===== src/core/pef_pkg.sv =====
// Package: register map, field positions and reset values of the event flag block
package pef_pkg;
  localparam logic [1:0] PEF_ADDR_FLAGS = 2'h0;
  localparam logic [1:0] PEF_ADDR_MASK = 2'h1;
  localparam logic [1:0] PEF_ADDR_STATUS = 2'h2;
  localparam logic [1:0] PEF_ADDR_RAW = 2'h3;
  localparam int PEF_BIT_GATE = 0;
  localparam int PEF_BIT_OVF = 1;
  localparam int PEF_BIT_VOLT = 2;
  localparam int PEF_BIT_COLA = 3;
  localparam int PEF_BIT_COLB = 4;
  localparam int PEF_NUM_EVENTS = 5;
  localparam logic [7:0] PEF_FLAGS_RESET = 8'h00;
  localparam logic [7:0] PEF_MASK_RESET = 8'h00;
  localparam logic [7:0] PEF_FLAG_IMPL = 8'h1f;
  localparam logic [31:0] PEF_UNMAPPED_READ = 32'h00000000;
  typedef enum logic [1:0] {
    PEF_BUS_IDLE = 2'b00,
    PEF_BUS_ACK = 2'b01
  } pef_bus_state_t;
endpackage


===== src/core/pef_event_flags.sv =====
// Top: peripheral event flag register with Avalon-MM slave and interrupt
////////////////////////////////////////////////////////////////////////////////
// Summary of operation
// Port B collision sets sticky flag bit 4
// Port A collision sets sticky flag bit 3
// Low-voltage detect sets sticky flag bit 2
// Timer C rollover sets sticky flag bit 1
// Timer C gate event sets flag bit 0
// Only software clears flags, never hardware
// Set beats same-cycle clear; no lost events
module pef_event_flags
  import pef_pkg::*;
(
  input wire logic sys_clk,
  input wire logic rst_n,
  input wire logic [1:0] avs_address,
  input wire logic avs_read,
  input wire logic avs_write,
  input wire logic [31:0] avs_writedata,
  input wire logic [3:0] avs_byteenable,
  output logic [31:0] avs_readdata,
  output logic avs_waitrequest,
  input wire logic port_b_collision,
  input wire logic port_a_collision,
  input wire logic voltage_low,
  input wire logic timer_c_counter_rollover,
  input wire logic timer_c_gate_event,
  output logic irq
);
  ////////////////////////////////////////////////////////////////////////////////
  // State and nets

  typedef struct packed {
    pef_bus_state_t bus;
    logic [7:0] mask;
    logic [31:0] rdata;
    logic waitreq;
    logic irq;
  } pef_top_state_t;

  pef_top_state_t state;
  pef_top_state_t next_state;

  logic [PEF_NUM_EVENTS-1:0] events;
  logic [PEF_NUM_EVENTS-1:0] clr;
  logic [PEF_NUM_EVENTS-1:0] flags;
  logic [7:0] flags_byte;
  logic take_write;
  logic take_read;
  logic any_request;
  logic lane0_write;
  logic hit_flags;
  logic hit_mask;
  logic hit_status;
  logic hit_raw;
  logic clear_hit;
  logic mask_hit;
  logic [7:0] mask_next;
  logic [7:0] raw_byte;
  logic [7:0] pending_byte;
  logic [31:0] read_word;
  logic irq_next;

  ////////////////////////////////////////////////////////////////////////////////
  // Helper functions

  // Places the event bits in their register byte; unused bits read zero
  function automatic logic [7:0] pef_pad(input logic [PEF_NUM_EVENTS-1:0] v);
    logic [7:0] b;
    b = 8'h00;
    b[PEF_NUM_EVENTS-1:0] = v;
    pef_pad = b & PEF_FLAG_IMPL;
  endfunction

  // Word address compare, shared by the read mux and the write decode
  function automatic logic pef_addr_is(input logic [1:0] addr, input logic [1:0] target);
    pef_addr_is = (addr == target);
  endfunction

  function automatic logic [31:0] pef_widen(input logic [7:0] b);
    pef_widen = {24'h000000, b};
  endfunction

  ////////////////////////////////////////////////////////////////////////////////
  // Events and sticky flags
  // Levels, not edges: an event held high keeps setting its flag

  always_comb begin
    events = '0;
    events[PEF_BIT_COLB] = port_b_collision;
    events[PEF_BIT_COLA] = port_a_collision;
    events[PEF_BIT_VOLT] = voltage_low;
    events[PEF_BIT_OVF] = timer_c_counter_rollover;
    events[PEF_BIT_GATE] = timer_c_gate_event;
  end

  ////////////////////////////////////////////////////////////////////////////////
  // Bus request decode

  // Access taken in the cycle waitrequest is low
  assign any_request = avs_read || avs_write;
  assign take_write = avs_write && (state.bus == PEF_BUS_ACK);
  assign take_read = avs_read && (state.bus == PEF_BUS_ACK);
  // Only byte lane 0 carries register bits; a write without it is dropped
  assign lane0_write = take_write && avs_byteenable[0];
  assign hit_flags = pef_addr_is(avs_address, PEF_ADDR_FLAGS);
  assign hit_mask = pef_addr_is(avs_address, PEF_ADDR_MASK);
  assign hit_status = pef_addr_is(avs_address, PEF_ADDR_STATUS);
  assign hit_raw = pef_addr_is(avs_address, PEF_ADDR_RAW);
  // Both flag views take write-one-to-clear; the raw view ignores writes
  assign clear_hit = lane0_write && (hit_flags || hit_status);
  assign mask_hit = lane0_write && hit_mask;
  assign mask_next = avs_writedata[7:0] & PEF_FLAG_IMPL;

  // Clear only by software write-one; hardware never self-clears
  always_comb begin
    clr = '0;
    if (clear_hit) begin
      clr = avs_writedata[PEF_NUM_EVENTS-1:0];
    end
  end

  ////////////////////////////////////////////////////////////////////////////////
  // Sticky flag cells: one per implemented flag, upper bits read zero

  genvar gi;
  generate
    for (gi = 0; gi < PEF_NUM_EVENTS; gi++) begin : g_flag
      pef_flag_cell u_cell (
        .sys_clk(sys_clk),
        .rst_n(rst_n),
        .set_evt(events[gi]),
        .clr_req(clr[gi]),
        .flag(flags[gi])
      );
    end
  endgenerate

  assign flags_byte = pef_pad(flags);
  assign raw_byte = pef_pad(events);

  ////////////////////////////////////////////////////////////////////////////////
  // Read mux

  // Captured in the request cycle; a flag set later shows on the next read
  always_comb begin
    read_word = PEF_UNMAPPED_READ;
    if (hit_flags) begin
      read_word = pef_widen(flags_byte);
    end else if (hit_mask) begin
      read_word = pef_widen(state.mask);
    end else if (hit_status) begin
      read_word = pef_widen(pending_byte);
    end else if (hit_raw) begin
      read_word = pef_widen(raw_byte);
    end
  end

  ////////////////////////////////////////////////////////////////////////////////
  // Interrupt

  // Level output; stays high until software clears or masks the source
  assign pending_byte = flags_byte & state.mask;
  assign irq_next = |pending_byte;

  ////////////////////////////////////////////////////////////////////////////////
  // Bus slave

  always_comb begin
    next_state = state;
    next_state.waitreq = 1'b1;
    case (state.bus)
      PEF_BUS_IDLE: begin
        // One wait state gives registered read data
        if (any_request) begin
          next_state.bus = PEF_BUS_ACK;
          next_state.waitreq = 1'b0;
          next_state.rdata = read_word;
        end
      end
      PEF_BUS_ACK: begin
        // Master must drop the request at this edge
        next_state.bus = PEF_BUS_IDLE;
      end
      default: begin
        next_state.bus = PEF_BUS_IDLE;
      end
    endcase
    if (mask_hit) begin
      next_state.mask = mask_next;
    end
    if (take_read) begin
      next_state.rdata = state.rdata;
    end
    // Level irq, one cycle behind the flags
    next_state.irq = irq_next;
  end

  ////////////////////////////////////////////////////////////////////////////////
  // State register

  always_ff @(posedge sys_clk or negedge rst_n) begin
    // Waitrequest held high in reset so no access is taken
    if (!rst_n) begin
      state.bus <= PEF_BUS_IDLE;
      state.mask <= PEF_MASK_RESET;
      state.rdata <= 32'h00000000;
      state.waitreq <= 1'b1;
      state.irq <= 1'b0;
    end else begin
      state <= next_state;
    end
  end

  ////////////////////////////////////////////////////////////////////////////////
  // Outputs

  assign avs_readdata = state.rdata;
  assign avs_waitrequest = state.waitreq;
  assign irq = state.irq;
endmodule


===== src/core/pef_flag_cell.sv =====
// Sticky flag cell: set by hardware event, cleared by writing one
module pef_flag_cell
  import pef_pkg::*;
(
  input wire logic sys_clk,
  input wire logic rst_n,
  input wire logic set_evt,
  input wire logic clr_req,
  output logic flag
);
  typedef struct packed {
    logic flag;
  } pef_cell_state_t;

  pef_cell_state_t state;
  pef_cell_state_t next_state;

  always_comb begin
    next_state = state;
    // Set wins over a same-cycle clear so no event is lost
    if (set_evt) begin
      next_state.flag = 1'b1;
    end else if (clr_req) begin
      next_state.flag = 1'b0;
    end
  end

  always_ff @(posedge sys_clk or negedge rst_n) begin
    if (!rst_n) begin
      state <= '0;
    end else begin
      state <= next_state;
    end
  end

  assign flag = state.flag;
endmodule


===== config.mk =====
export PLATFORM = sky130hd
export DESIGN_NAME = pef_event_flags
export DESIGN_NICKNAME = d
export VERILOG_FILES = /design/src/core/pef_pkg.sv /design/src/core/pef_event_flags.sv /design/src/core/pef_flag_cell.sv
export SDC_FILE = /design/constraint.sdc
export NUM_CORES = 1
export LEC_CHECK = 0
export BUFFER_PORTS_ARGS = -buffer_cell sky130_fd_sc_hd__buf_2
export CORE_MARGIN = 2
export CORE_UTILIZATION = 42
export CTS_CLUSTER_SIZE = 30
export DETAILED_ROUTE_END_ITERATION = 16
export GPL_TIMING_DRIVEN = 0
export PLACE_DENSITY = 0.85
export REMOVE_ABC_BUFFERS = 1
export SLEW_MARGIN = 5
export SYNTH_ARGS = -nofsm -noshare
export SYNTH_HDL_FRONTEND = slang
export SYNTH_SLANG_ARGS = --single-unit

===== constraint.sdc =====
create_clock -name sys_clk -period 2.4 [get_ports sys_clk]
set_input_delay 0.36 -clock sys_clk [delete_from_list [all_inputs] [get_ports sys_clk]]
set_output_delay 0.36 -clock sys_clk [all_outputs]
set_load 0.03 [all_outputs]

# After elaboration in Yosys (flattened, before gate mapping)
# Index checks and enable logic that the tools add are counted.
# word_totals
register_bits	46
input_bits	47
out_inout_bits	34
# classes
eq_ne	5
n_mux	19
bitwise	2
n_reduce_logical	16
# op_table
operator	count
2-to-1 mux 32 bit	2
2-to-1 mux 5 bit	3
2-to-1 mux 1 bit	12
nonzero test 2 bit	5
OR reduction 8 bit	1
AND 5 bit	1
logical AND 1 bit	5
== test 2 x 1 -> 1 bit (second input constant)	2
== test 2 bit (second input constant)	2
logical NOT 2 bit	2
2-to-1 mux 2 bit	2
AND reduction 3 bit	1
logical OR 1 bit	2
inequality test 2 bit (second input constant)	1
NOT 1 bit	1

# Longest topological paths before layout
# Gate-level depths: netlist of the first run.
# depth
ltp_word	7
ltp_mapped	5
ltp_nobuf	4

# Modules after synthesis
# Synthesis of the first run repeated with hierarchy kept, for this count alone.
# hier_totals
cells_unflattened	116
area_unflattened_um2	1137.3
# modules_own_cells
mod	instances	cells_per_inst	area_each_um2
pef_event_flags	1	101	955.9
pef_flag_cell	5	3	36.3

# Least setup slack after synthesis of the first run
# OpenSTA, ideal clock, no wires.
# synth_timing
path_kind	input port to flip-flop
from	input avs_byteenable[0]
to	register state[34] (netlist bit)
setup_time_ps	125
arrival_ps	1064
required_time_ps	2275
path_slack_ps	1211
stages	3
path_cell_list	nand3_2 > nor3b_4 > mux2_2
# synth_via
elab_chain_len	2
# synth_rtl
element	line_no	source
from (decl)	pef_event_flags.sv:20	input wire logic [3:0] avs_byteenable,
logical AND 1 bit	pef_event_flags.sv:105	assign lane0_write = take_write && avs_byteenable[0];
logical AND 1 bit	pef_event_flags.sv:112	assign mask_hit = lane0_write && hit_mask;
to (signal assigned)	pef_event_flags.sv:211	state <= next_state;
to (decl)	pef_event_flags.sv:41	pef_top_state_t state;
# No other way between the ends.
# A chain may end at the register's enable or synchronous reset.

# Worst setup path after layout of the first run
# layout_timing
from	register state, in the netlist avs_waitrequest
to	output avs_waitrequest
# layout_lines
element	line_no	source
to (decl)	pef_event_flags.sv:22	output logic avs_waitrequest,
# No word-level cell between the ends.

==> results.yml, run 1 <==
global_routing:
  grt_pass1_wl_mm: 2.65
  grt_max_degree: 19
  grt_pass1_vias: 598
  antenna_found_initial: 0
  grt_overflow: 0
  grt_use_total_pct: 13.0
floorplan:
  start_util_pct: 45.4
  fp-row-count: 17
  fp.dieW_um: 53.4
  core_um2: 2250
  io_pins: 81
  die-area_um2: 2850
  die_h_um: 53.4
min_path:
  hold_depth: 2
  hold_class: "input port to flip-flop"
worst_setup_path:
  cp_slowest_cell: "dfstp_2"
  critPathTopFamily: "flip-flops"
  ff2ff_setup_slack_ns: 1.14
  critPathMaxFanout: 1
  end_kind: "output pin"
  cp-start-kind: "flip-flop"
  crit_cells: 1
  path_cells: "buf_2"
  cp.arrival_ns: 1.00
  r2r_cells: 3
  critical_path.max_stage_delay_ns: 0.52
  cp_data_required_time_ns: 2.04
  critPathBufInv: 1
  path_class: "flip-flop to output pin"
drt:
  drc: 0
  num_vias: 679
  wl_mm: 1.55
  wire_per_inst_um: 10.3
  drtIter0Drc: 10
  dr.pass1.iters: 4
  vias_per_cell: 4.53
  ant_nets: 0
pwr:
  power_frac_seq_pct: 47.5
  intPower_w: 0.000528
  power.switching_w: 0.000292
  p_leak_nw: 0.514
  vdd_drop_max_v: 0.000284
  combPwrFrac_pct: 30.2
  switching_share_pct: 35.6
  fin_total_pwr_w: 0.000820
  clockPowerShare_pct: 22.3
  p_per_area_nw_per_um2: 770
clocking:
  cts.clk_slew.worst_paths_ns: 0.10
  cts_resized: 0
  cts_num_sinks: 18
  cts_buffer_depth: 2
  root_buffer: "clkbuf_4"
  cts.htree.levels: 1
  cts_hold_buffers: 1
  numCtsBuffers: 3
  postCtsSetupBuffers: 0
  cts_tree: "built"
  clkLatencyLatePin_ns: 0.29
logic_synthesis:
  synth.area.top_cells: "dfrtp_1, buf_4, mux2_2, nand2_1, a21o_1"
  ys_types: 22
  syn_area_um2: 1020
  yosysSeqAreaShare_pct: 44.1
  synth-seq-cells: 18
  yosys_warnings: 0
  syn_inst: 102
  avgSynthCellArea_um2: 10.0
  synth_top_area_cell: "dfrtp_1"
  yosys.area.top_type_share_pct: 41.6
final_layout:
  syn_to_final_growth_pct: 4.03
  final_common_cell: "conb_1"
  nNetsFinal: 170
  diodes: 0
  drive_gt1_share_pct: 28.7
  utilization_pct: 47.2
  layout_common_cells: "conb_1, buf_2, dfrtp_1, nand2_1"
  final_cell_count_no_fill: 150
placement:
  globalplace.congestion: 0.742
  place_hpwl_mm: 1.26
  placed_cells: 145
  io_buffers: 23
sta:
  period_share_pct: 56.5
  fin_worst_skew_ns: 0.00191
  fmax_mhz: 737
  finalHoldViolations: 0
  fin_tns_setup_ns: 0
  hold-worst-slack_ns: 0.264
  tightest_slew_ns: 0.744
  min_period_ns: 1.36
  slew_headroom_pct: 50.3
  maxSlewViolCount: 0
  finalSetupViolCount: 0
  rsz0062_at_grt: "no"
outcome:
  status: "complete, no violations"
job:
  maxCapViolCount: 0
-- cells in the mapped netlist --
cell      count
a21o_1        5
a21oi_1       1
a222oi_1      1
a22oi_1       1
buf_2         1
buf_4        33
conb_1        1
dfrtp_1      17
dfstp_2       1
inv_1         2
mux2_2        5
nand2_1      12
nand3_1       1
nand3_2       1
nor2_1        5
nor3_1        1
nor3b_4       1
o21ai_0       2
o21bai_1      1
o22ai_1       4
o31ai_1       5
xnor2_1       1
-- per-layer routing --
layer	track usage, %	share of wire (%)	up-vias
li1	-	-	329
met1	15.8	40	300
met2	20.8	47	45
met3	3.95	11	5
met4	6.41	1.7	0
met5	0	0	-
-- power by group through the flow --
stage                     Combinational [W]  Clock, W  Sequential, W
after floorplan                    0.000131         0       0.000444
after global placement             0.000244         0       0.000393
after detailed placement           0.000247         0       0.000396
after CTS                          0.000248  0.000189       0.000390
after global routing               0.000270  0.000197       0.000396
final                              0.000247  0.000183       0.000390
-- sequential cells by signal, summed over array words and instances, names as in the netlist --
| register | count |
|---|---|
| avs_readdata | 5 |
| avs_waitrequest | 1 |
| g_flag.u_cell.flag | 5 |
| irq | 1 |
| state | 6 |
-- stage by stage --
stage	setup WS (ns)	area [um2]
2_1_floorplan	1.21	868
3_3_place_gp	0.986	1020
3_5_place_dp	0.974	1020
4_1_cts	1.03	1060
5_1_grt	1.01	1060
6_report	1.04	1060
-- layout make-up --
| cell class | instances | area [um2] |
|---|---|---|
| clock buffer | 4 | 36.3 |
| fill | 234 | 1190 |
| inverter | 2 | 7.51 |
| multi-input combinational | 74 | 409 |
| sequential | 18 | 452 |
| tap | 28 | 35.0 |
| timing repair buffer | 24 | 125 |
-- logic make-up (layout without fill, tap and decap cells) --
family,count (synthesis),after routing,synth area share (%)
AND/OR/NAND/NOR,21,21,10.0
buffers and inverters,36,30,25.4
XOR/XNOR,1,1,0.856
other,1,27,0.366
multiplexers,5,5,5.50
AO/OA/AOI/OAI,20,20,13.7
flip-flops,18,18,44.1
-- worst paths after layout --
check	from	endpoint
worst max-delay path	avs_waitrequest	avs_waitrequest
worst min-delay path	port_b_collision	g_flag[4].u_cell.flag
worst max register to register	state[42]	state[38]
worst min register to register	avs_readdata[2]	avs_readdata[2]
max in group asynchronous	rst_n	avs_waitrequest
min in group asynchronous	rst_n	avs_readdata[0]
(Power assumes the default switching activity.)
==> run 2, diff against run 1 <==
- ABC_AREA: not set -> 1
- CORE_UTILIZATION: 42 -> 41
- PLACE_DENSITY: 0.85 -> 0.8
- clock period: 2.4 -> 1.4 ns (I/O delays scaled with it)
==> run 2 against run 1 <==
Compared with the run above: sequential share of layout area shrank 5.2 points; flip-flop and latch count unchanged; hold slack lost 0.15 ns; clock power up 73%; via count is 30% higher; sequential power rose by 68%; register-to-register slack worse by 0.83 ns; power grew 76%; first-iteration DRC count rose by 140%; cell count grew 36%; critical path depth did not move.
==> results.yml, run 2 <==
outcome:
  status: "complete, no violations"
worst_setup_path:
  end_kind: "output pin"
  cp.arrival_ns: 1.00
  path_class: "flip-flop to output pin"
  cp-start-kind: "flip-flop"
  critPathMaxFanout: 1
  cp_slowest_cell: "dfstp_2"
  critPathBufInv: 1
  critical_path.max_stage_delay_ns: 0.53
  cp_data_required_time_ns: 1.19
  critPathTopFamily: "flip-flops"
  path_cells: "buf_2"
clocking:
  clkLatencyLatePin_ns: 0.29
  numCtsBuffers: 3
  cts.clk_slew.worst_paths_ns: 0.10
  postCtsSetupBuffers: 0
  cts_tree: "built"
  cts.htree.levels: 1
  root_buffer: "clkbuf_4"
  cts_num_sinks: 18
  cts_buffer_depth: 2
placement:
  io_buffers: 23
  place_hpwl_mm: 1.50
  post-place-ws_ns: 0.262
  globalplace.congestion: 0.834
  placed_cells: 199
drt:
  drtIter0Drc: 24
  wire_per_inst_um: 9.04
  dr.pass1.iters: 4
  num_vias: 882
  ant_nets: 0
  wl_mm: 1.84
  vias_per_cell: 4.32
  drc: 0
sta:
  min_period_ns: 1.21
  finalSetupViolCount: 0
  fin_worst_skew_ns: 0.00144
  finalHoldViolations: 0
  period_share_pct: 86.4
  fin_tns_setup_ns: 0
  fmax_mhz: 827
  hold-worst-slack_ns: 0.115
  rsz0062_at_grt: "no"
  finalWorstSetupSlack_ns: 0.190
  maxSlewViolCount: 0
global_routing:
  grt_max_degree: 19
  grt_pass1_vias: 780
  grt_use_met3_pct: 2.49
  grt_use_met2_pct: 20.5
  antenna_found_initial: 0
  grt.busiest_layer: "met2"
  grt_overflow: 0
  grt_use_total_pct: 12.5
  met1_usage_pct: 15.3
  grt_pass1_wl_mm: 3.22
logic_synthesis:
  synth_ff_type: "dfrtp_1"
  synthSimpleGateAreaFrac_pct: 24.1
  yosysSeqAreaShare_pct: 38.7
  synthAdderAreaFrac_pct: 0
  synth_top_family_by_area: "buffers and inverters"
  synth_xor_area_share_pct: 0
  synth_top_area_cell: "dfrtp_1"
  syn_inst: 152
  synth-compound-area-share_pct: 8.90
  yosys_warnings: 0
  avgSynthCellArea_um2: 7.68
  ys_async_sr_fraction_pct: 100
  synth-seq-cells: 18
  yosys-mux-area-fraction_pct: 0
  synthTopCellsByCount: "buf_4, nand2_1, inv_1, nor2_1, dfrtp_1"
  syn_area_um2: 1170
  yosysMostFrequentCell: "buf_4"
  synth.area.top_cells: "dfrtp_1, buf_4, nand2_1, inv_1, nor2_1"
  ys_types: 20
  synth-edff-count: 0
  yosys.area.top_type_share_pct: 36.4
final_layout:
  top_register: "state"
  drive_gt1_share_pct: 19.7
  final_cell_count_no_fill: 204
  layout_common_cells: "nand2_1, conb_1, buf_2, inv_1, nor2_1"
  largest_reg_flops: 6
  syn_to_final_growth_pct: 3.97
  nNetsFinal: 221
  utilization_pct: 44.4
  final_common_cell: "nand2_1"
  diodes: 0
  fillers: 282
floorplan:
  fp.dieW_um: 57.4
  die_h_um: 57.4
  io_pins: 81
  die-area_um2: 3290
  start_util_pct: 42.7
  core_um2: 2730
  fp-row-count: 19
pwr:
  p_leak_nw: 0.693
  p_per_area_nw_per_um2: 1190
  vdd_drop_max_v: 0.000575
job:
  maxCapViolCount: 0
min_path:
  hold_class: "input port to flip-flop"
## run 2: per-stage QoR
step	total power [W]	cell area (um2)
floorplan	0.00101	1010
global placement	0.00113	1170
detailed placement	0.00114	1170
CTS	0.00147	1210
global route	0.00155	1210
finish	0.00144	1210
## run 2: cell type report
type,instances,area (um2),area share (%)
timing repair buffer,24,125,10.3
multi-input combinational,107,487,40.1
inverter,20,75.1,6.19
clock buffer,4,36.3,2.99
sequential,18,452,37.2
tap,31,38.8,3.20
## run 2: final timing paths
kind | start | endpoint | slack, ns | cells past startpoint
worst max-delay path | avs_waitrequest | avs_waitrequest | 0.19 | 1
worst min-delay path | timer_c_gate_event | g_flag[0].u_cell.flag | 0.12 | 3
worst max register to register | state[42] | g_flag[2].u_cell.flag | 0.31 | 3
worst min register to register | avs_readdata[4] | avs_readdata[4] | 0.49 | 2
max in group asynchronous | rst_n | avs_waitrequest | 0.72 | 2
min in group asynchronous | rst_n | state[38] | 0.36 | 2
## run 2: timing repair
item                      in CTS  in global routing
resized for setup              0                  0
hold buffers                   1                  0
hold endpoints to repair      17                  0
## run 2: routing by layer
metal | vias to the layer above | share of wire (%)
met4 | 0 | 2.0
met3 | 4 | 6.8
met2 | 37 | 49
li1 | 457 | -
met5 | - | 0
met1 | 384 | 42
## run 2: cell families (layout without fill, tap and decap cells)
logic type,after synthesis,count (layout)
and+or+nand+nor,61,61
other,1,27
AOI/OAI and AO/OA,19,19
DFF,18,18
buffers and inverters,53,48
## run 2: where the power goes
group | switching (W) | internal [W]
clock network | 0.000157 | 0.000159
logic | 0.000345 | 0.000127
registers | 0.0000446 | 0.000612
total | 0.000547 | 0.000898
==> run 3, diff against run 2 <==
- CORE_UTILIZATION: 41 -> 35
- PLACE_DENSITY: 0.8 -> 0.7
==> run 3 against run 2 <==
Compared with the run above: flip-flop and latch count did not move; sequential share of layout area is 0.19 points lower; routed wire length up 4.1%; global-route usage fell by 1.1 points; hold slack gained 0.0040 ns; clock skew rose by 0.0071 ns; non-clock buffer count unchanged; count of clock-buffer cells in the layout unchanged; core utilization shrank 5.1 points; first-iteration DRC count rose by 100%; power down 3.6%.
==> results.yml, run 3 (synthesized netlist as in run 2, its figures left out) <==
outcome:
  status: "complete, no violations"
global_routing:
  grt_max_degree: 19
  grt_pass1_wl_mm: 3.22
  antenna_found_initial: 0
  grt_pass1_vias: 762
  grt_use_total_pct: 11.4
  grt_overflow: 0
sta:
  finalSetupViolCount: 0
  period_share_pct: 85.6
  min_period_ns: 1.20
  finalHoldViolations: 0
  finalWorstSetupSlack_ns: 0.201
  maxSlewViolCount: 0
  fin_tns_setup_ns: 0
  rsz0062_at_grt: "no"
  fmax_mhz: 834
  hold-worst-slack_ns: 0.119
  fin_worst_skew_ns: 0.00855
final_layout:
  nNetsFinal: 221
  fillers: 348
  final_common_cell: "nand2_1"
  drive_gt1_share_pct: 19.1
  multi_input_area_um2: 487
  seq_area_um2: 452
  diodes: 0
  utilization_pct: 39.3
  layout_common_cells: "nand2_1, conb_1, buf_2, inv_1, nor2_1"
  largest_reg_flops: 6
  final_cell_count_no_fill: 217
  top_register: "state"
  syn_to_final_growth_pct: 4.50
placement:
  post-place-ws_ns: 0.211
  placed_cells: 212
  place_hpwl_mm: 1.56
  globalplace.congestion: 0.810
  io_buffers: 23
pwr:
  power_frac_seq_pct: 46.9
  p_per_area_nw_per_um2: 1140
  power.switching_w: 0.000543
  clockPowerShare_pct: 19.1
  p_leak_nw: 0.686
  combPwrFrac_pct: 34.0
  switching_share_pct: 39.0
  vdd_drop_max_v: 0.000279
  intPower_w: 0.000850
job:
  maxCapViolCount: 0
drt:
  drc: 0
  dr.pass1.iters: 4
  wl_mm: 1.92
  vias_per_cell: 4.02
  ant_nets: 0
  wire_per_inst_um: 8.84
  drtIter0Drc: 48
  num_vias: 873
clocking:
  cts.clk_slew.worst_paths_ns: 0.10
  cts_hold_buffers: 1
  cts_tree: "built"
  postCtsSetupBuffers: 0
  cts.htree.levels: 1
  cts_resized: 0
  cts_buffer_depth: 2
  numCtsBuffers: 3
  cts_num_sinks: 18
  root_buffer: "clkbuf_4"
  clkLatencyLatePin_ns: 0.29
worst_setup_path:
  crit_cells: 1
  r2r_start: "state[42]"
  path_class: "flip-flop to output pin"
  r2r_end: "g_flag[1].u_cell.flag"
  cp_slowest_cell: "dfstp_2"
  critPathMaxFanout: 1
  path_cells: "buf_2"
  cp_data_required_time_ns: 1.19
  cp.arrival_ns: 0.99
  crit_end: "avs_waitrequest"
  r2r_cells: 3
  cp-start-kind: "flip-flop"
  ff2ff_setup_slack_ns: 0.30
  critPathTopFamily: "flip-flops"
  end_kind: "output pin"
  critical_path.max_stage_delay_ns: 0.52
  critPathBufInv: 1
  startpoint: "avs_waitrequest"
floorplan:
  die_h_um: 61.8
  start_util_pct: 37.6
  die-area_um2: 3810
  fp-row-count: 20
  fp.dieW_um: 61.8
  io_pins: 81
  core_um2: 3100
min_path:
  hold_class: "input port to flip-flop"
[run 3: cell types whose count changed in the layout (fill, tap and decap cells not counted)]
cell and delta:
clkbuf_8 -1, clkbuf_1 +1
[run 3: layout make-up]
| cell class | instances | area share (%) |
|---|---|---|
| tap | 44 | 4.51 |
| clock buffer | 4 | 2.15 |
| sequential | 18 | 37.0 |
| timing repair buffer | 24 | 10.3 |
| inverter | 20 | 6.15 |
| multi-input combinational | 107 | 39.9 |
[run 3: worst min path at each step]
stage | from | depth (start not counted) | slack (ns) | end
finish | voltage_low | 3 | 0.12 | g_flag[2].u_cell.flag
global route | timer_c_gate_event | 3 | 0.13 | g_flag[0].u_cell.flag
CTS | voltage_low | 3 | 0.12 | g_flag[2].u_cell.flag
detailed placement | rst_n | 1 | 0.16 | irq
global placement | rst_n | 1 | 0.15 | irq
floorplan | rst_n | 0 | -0.09 | avs_readdata[0]
[run 3: layer usage]
metal | track usage [%] | vias up | share of wire (%)
met3 | 0.621 | 4 | 8.5
met2 | 18.9 | 45 | 46
met1 | 14.8 | 375 | 43
li1 | - | 449 | -
met4 | 6.38 | 0 | 2.2
met5 | 0 | - | 0
[run 3: power groups by stage]
stage,Sequential [W],Combinational (W),Clock [W]
floorplan,0.000745,0.000266,0
global placement,0.000662,0.000469,0
detailed placement,0.000664,0.000474,0
CTS,0.000654,0.000478,0.000276
global route,0.000666,0.000538,0.000299
finish,0.000653,0.000473,0.000266
[run 3: through the flow]
stage,cell area [um2],total power (W)
detailed placement,1180,0.00114
floorplan,1010,0.00101
global placement,1180,0.00113
finish,1220,0.00139
CTS,1220,0.00141
global route,1220,0.00150
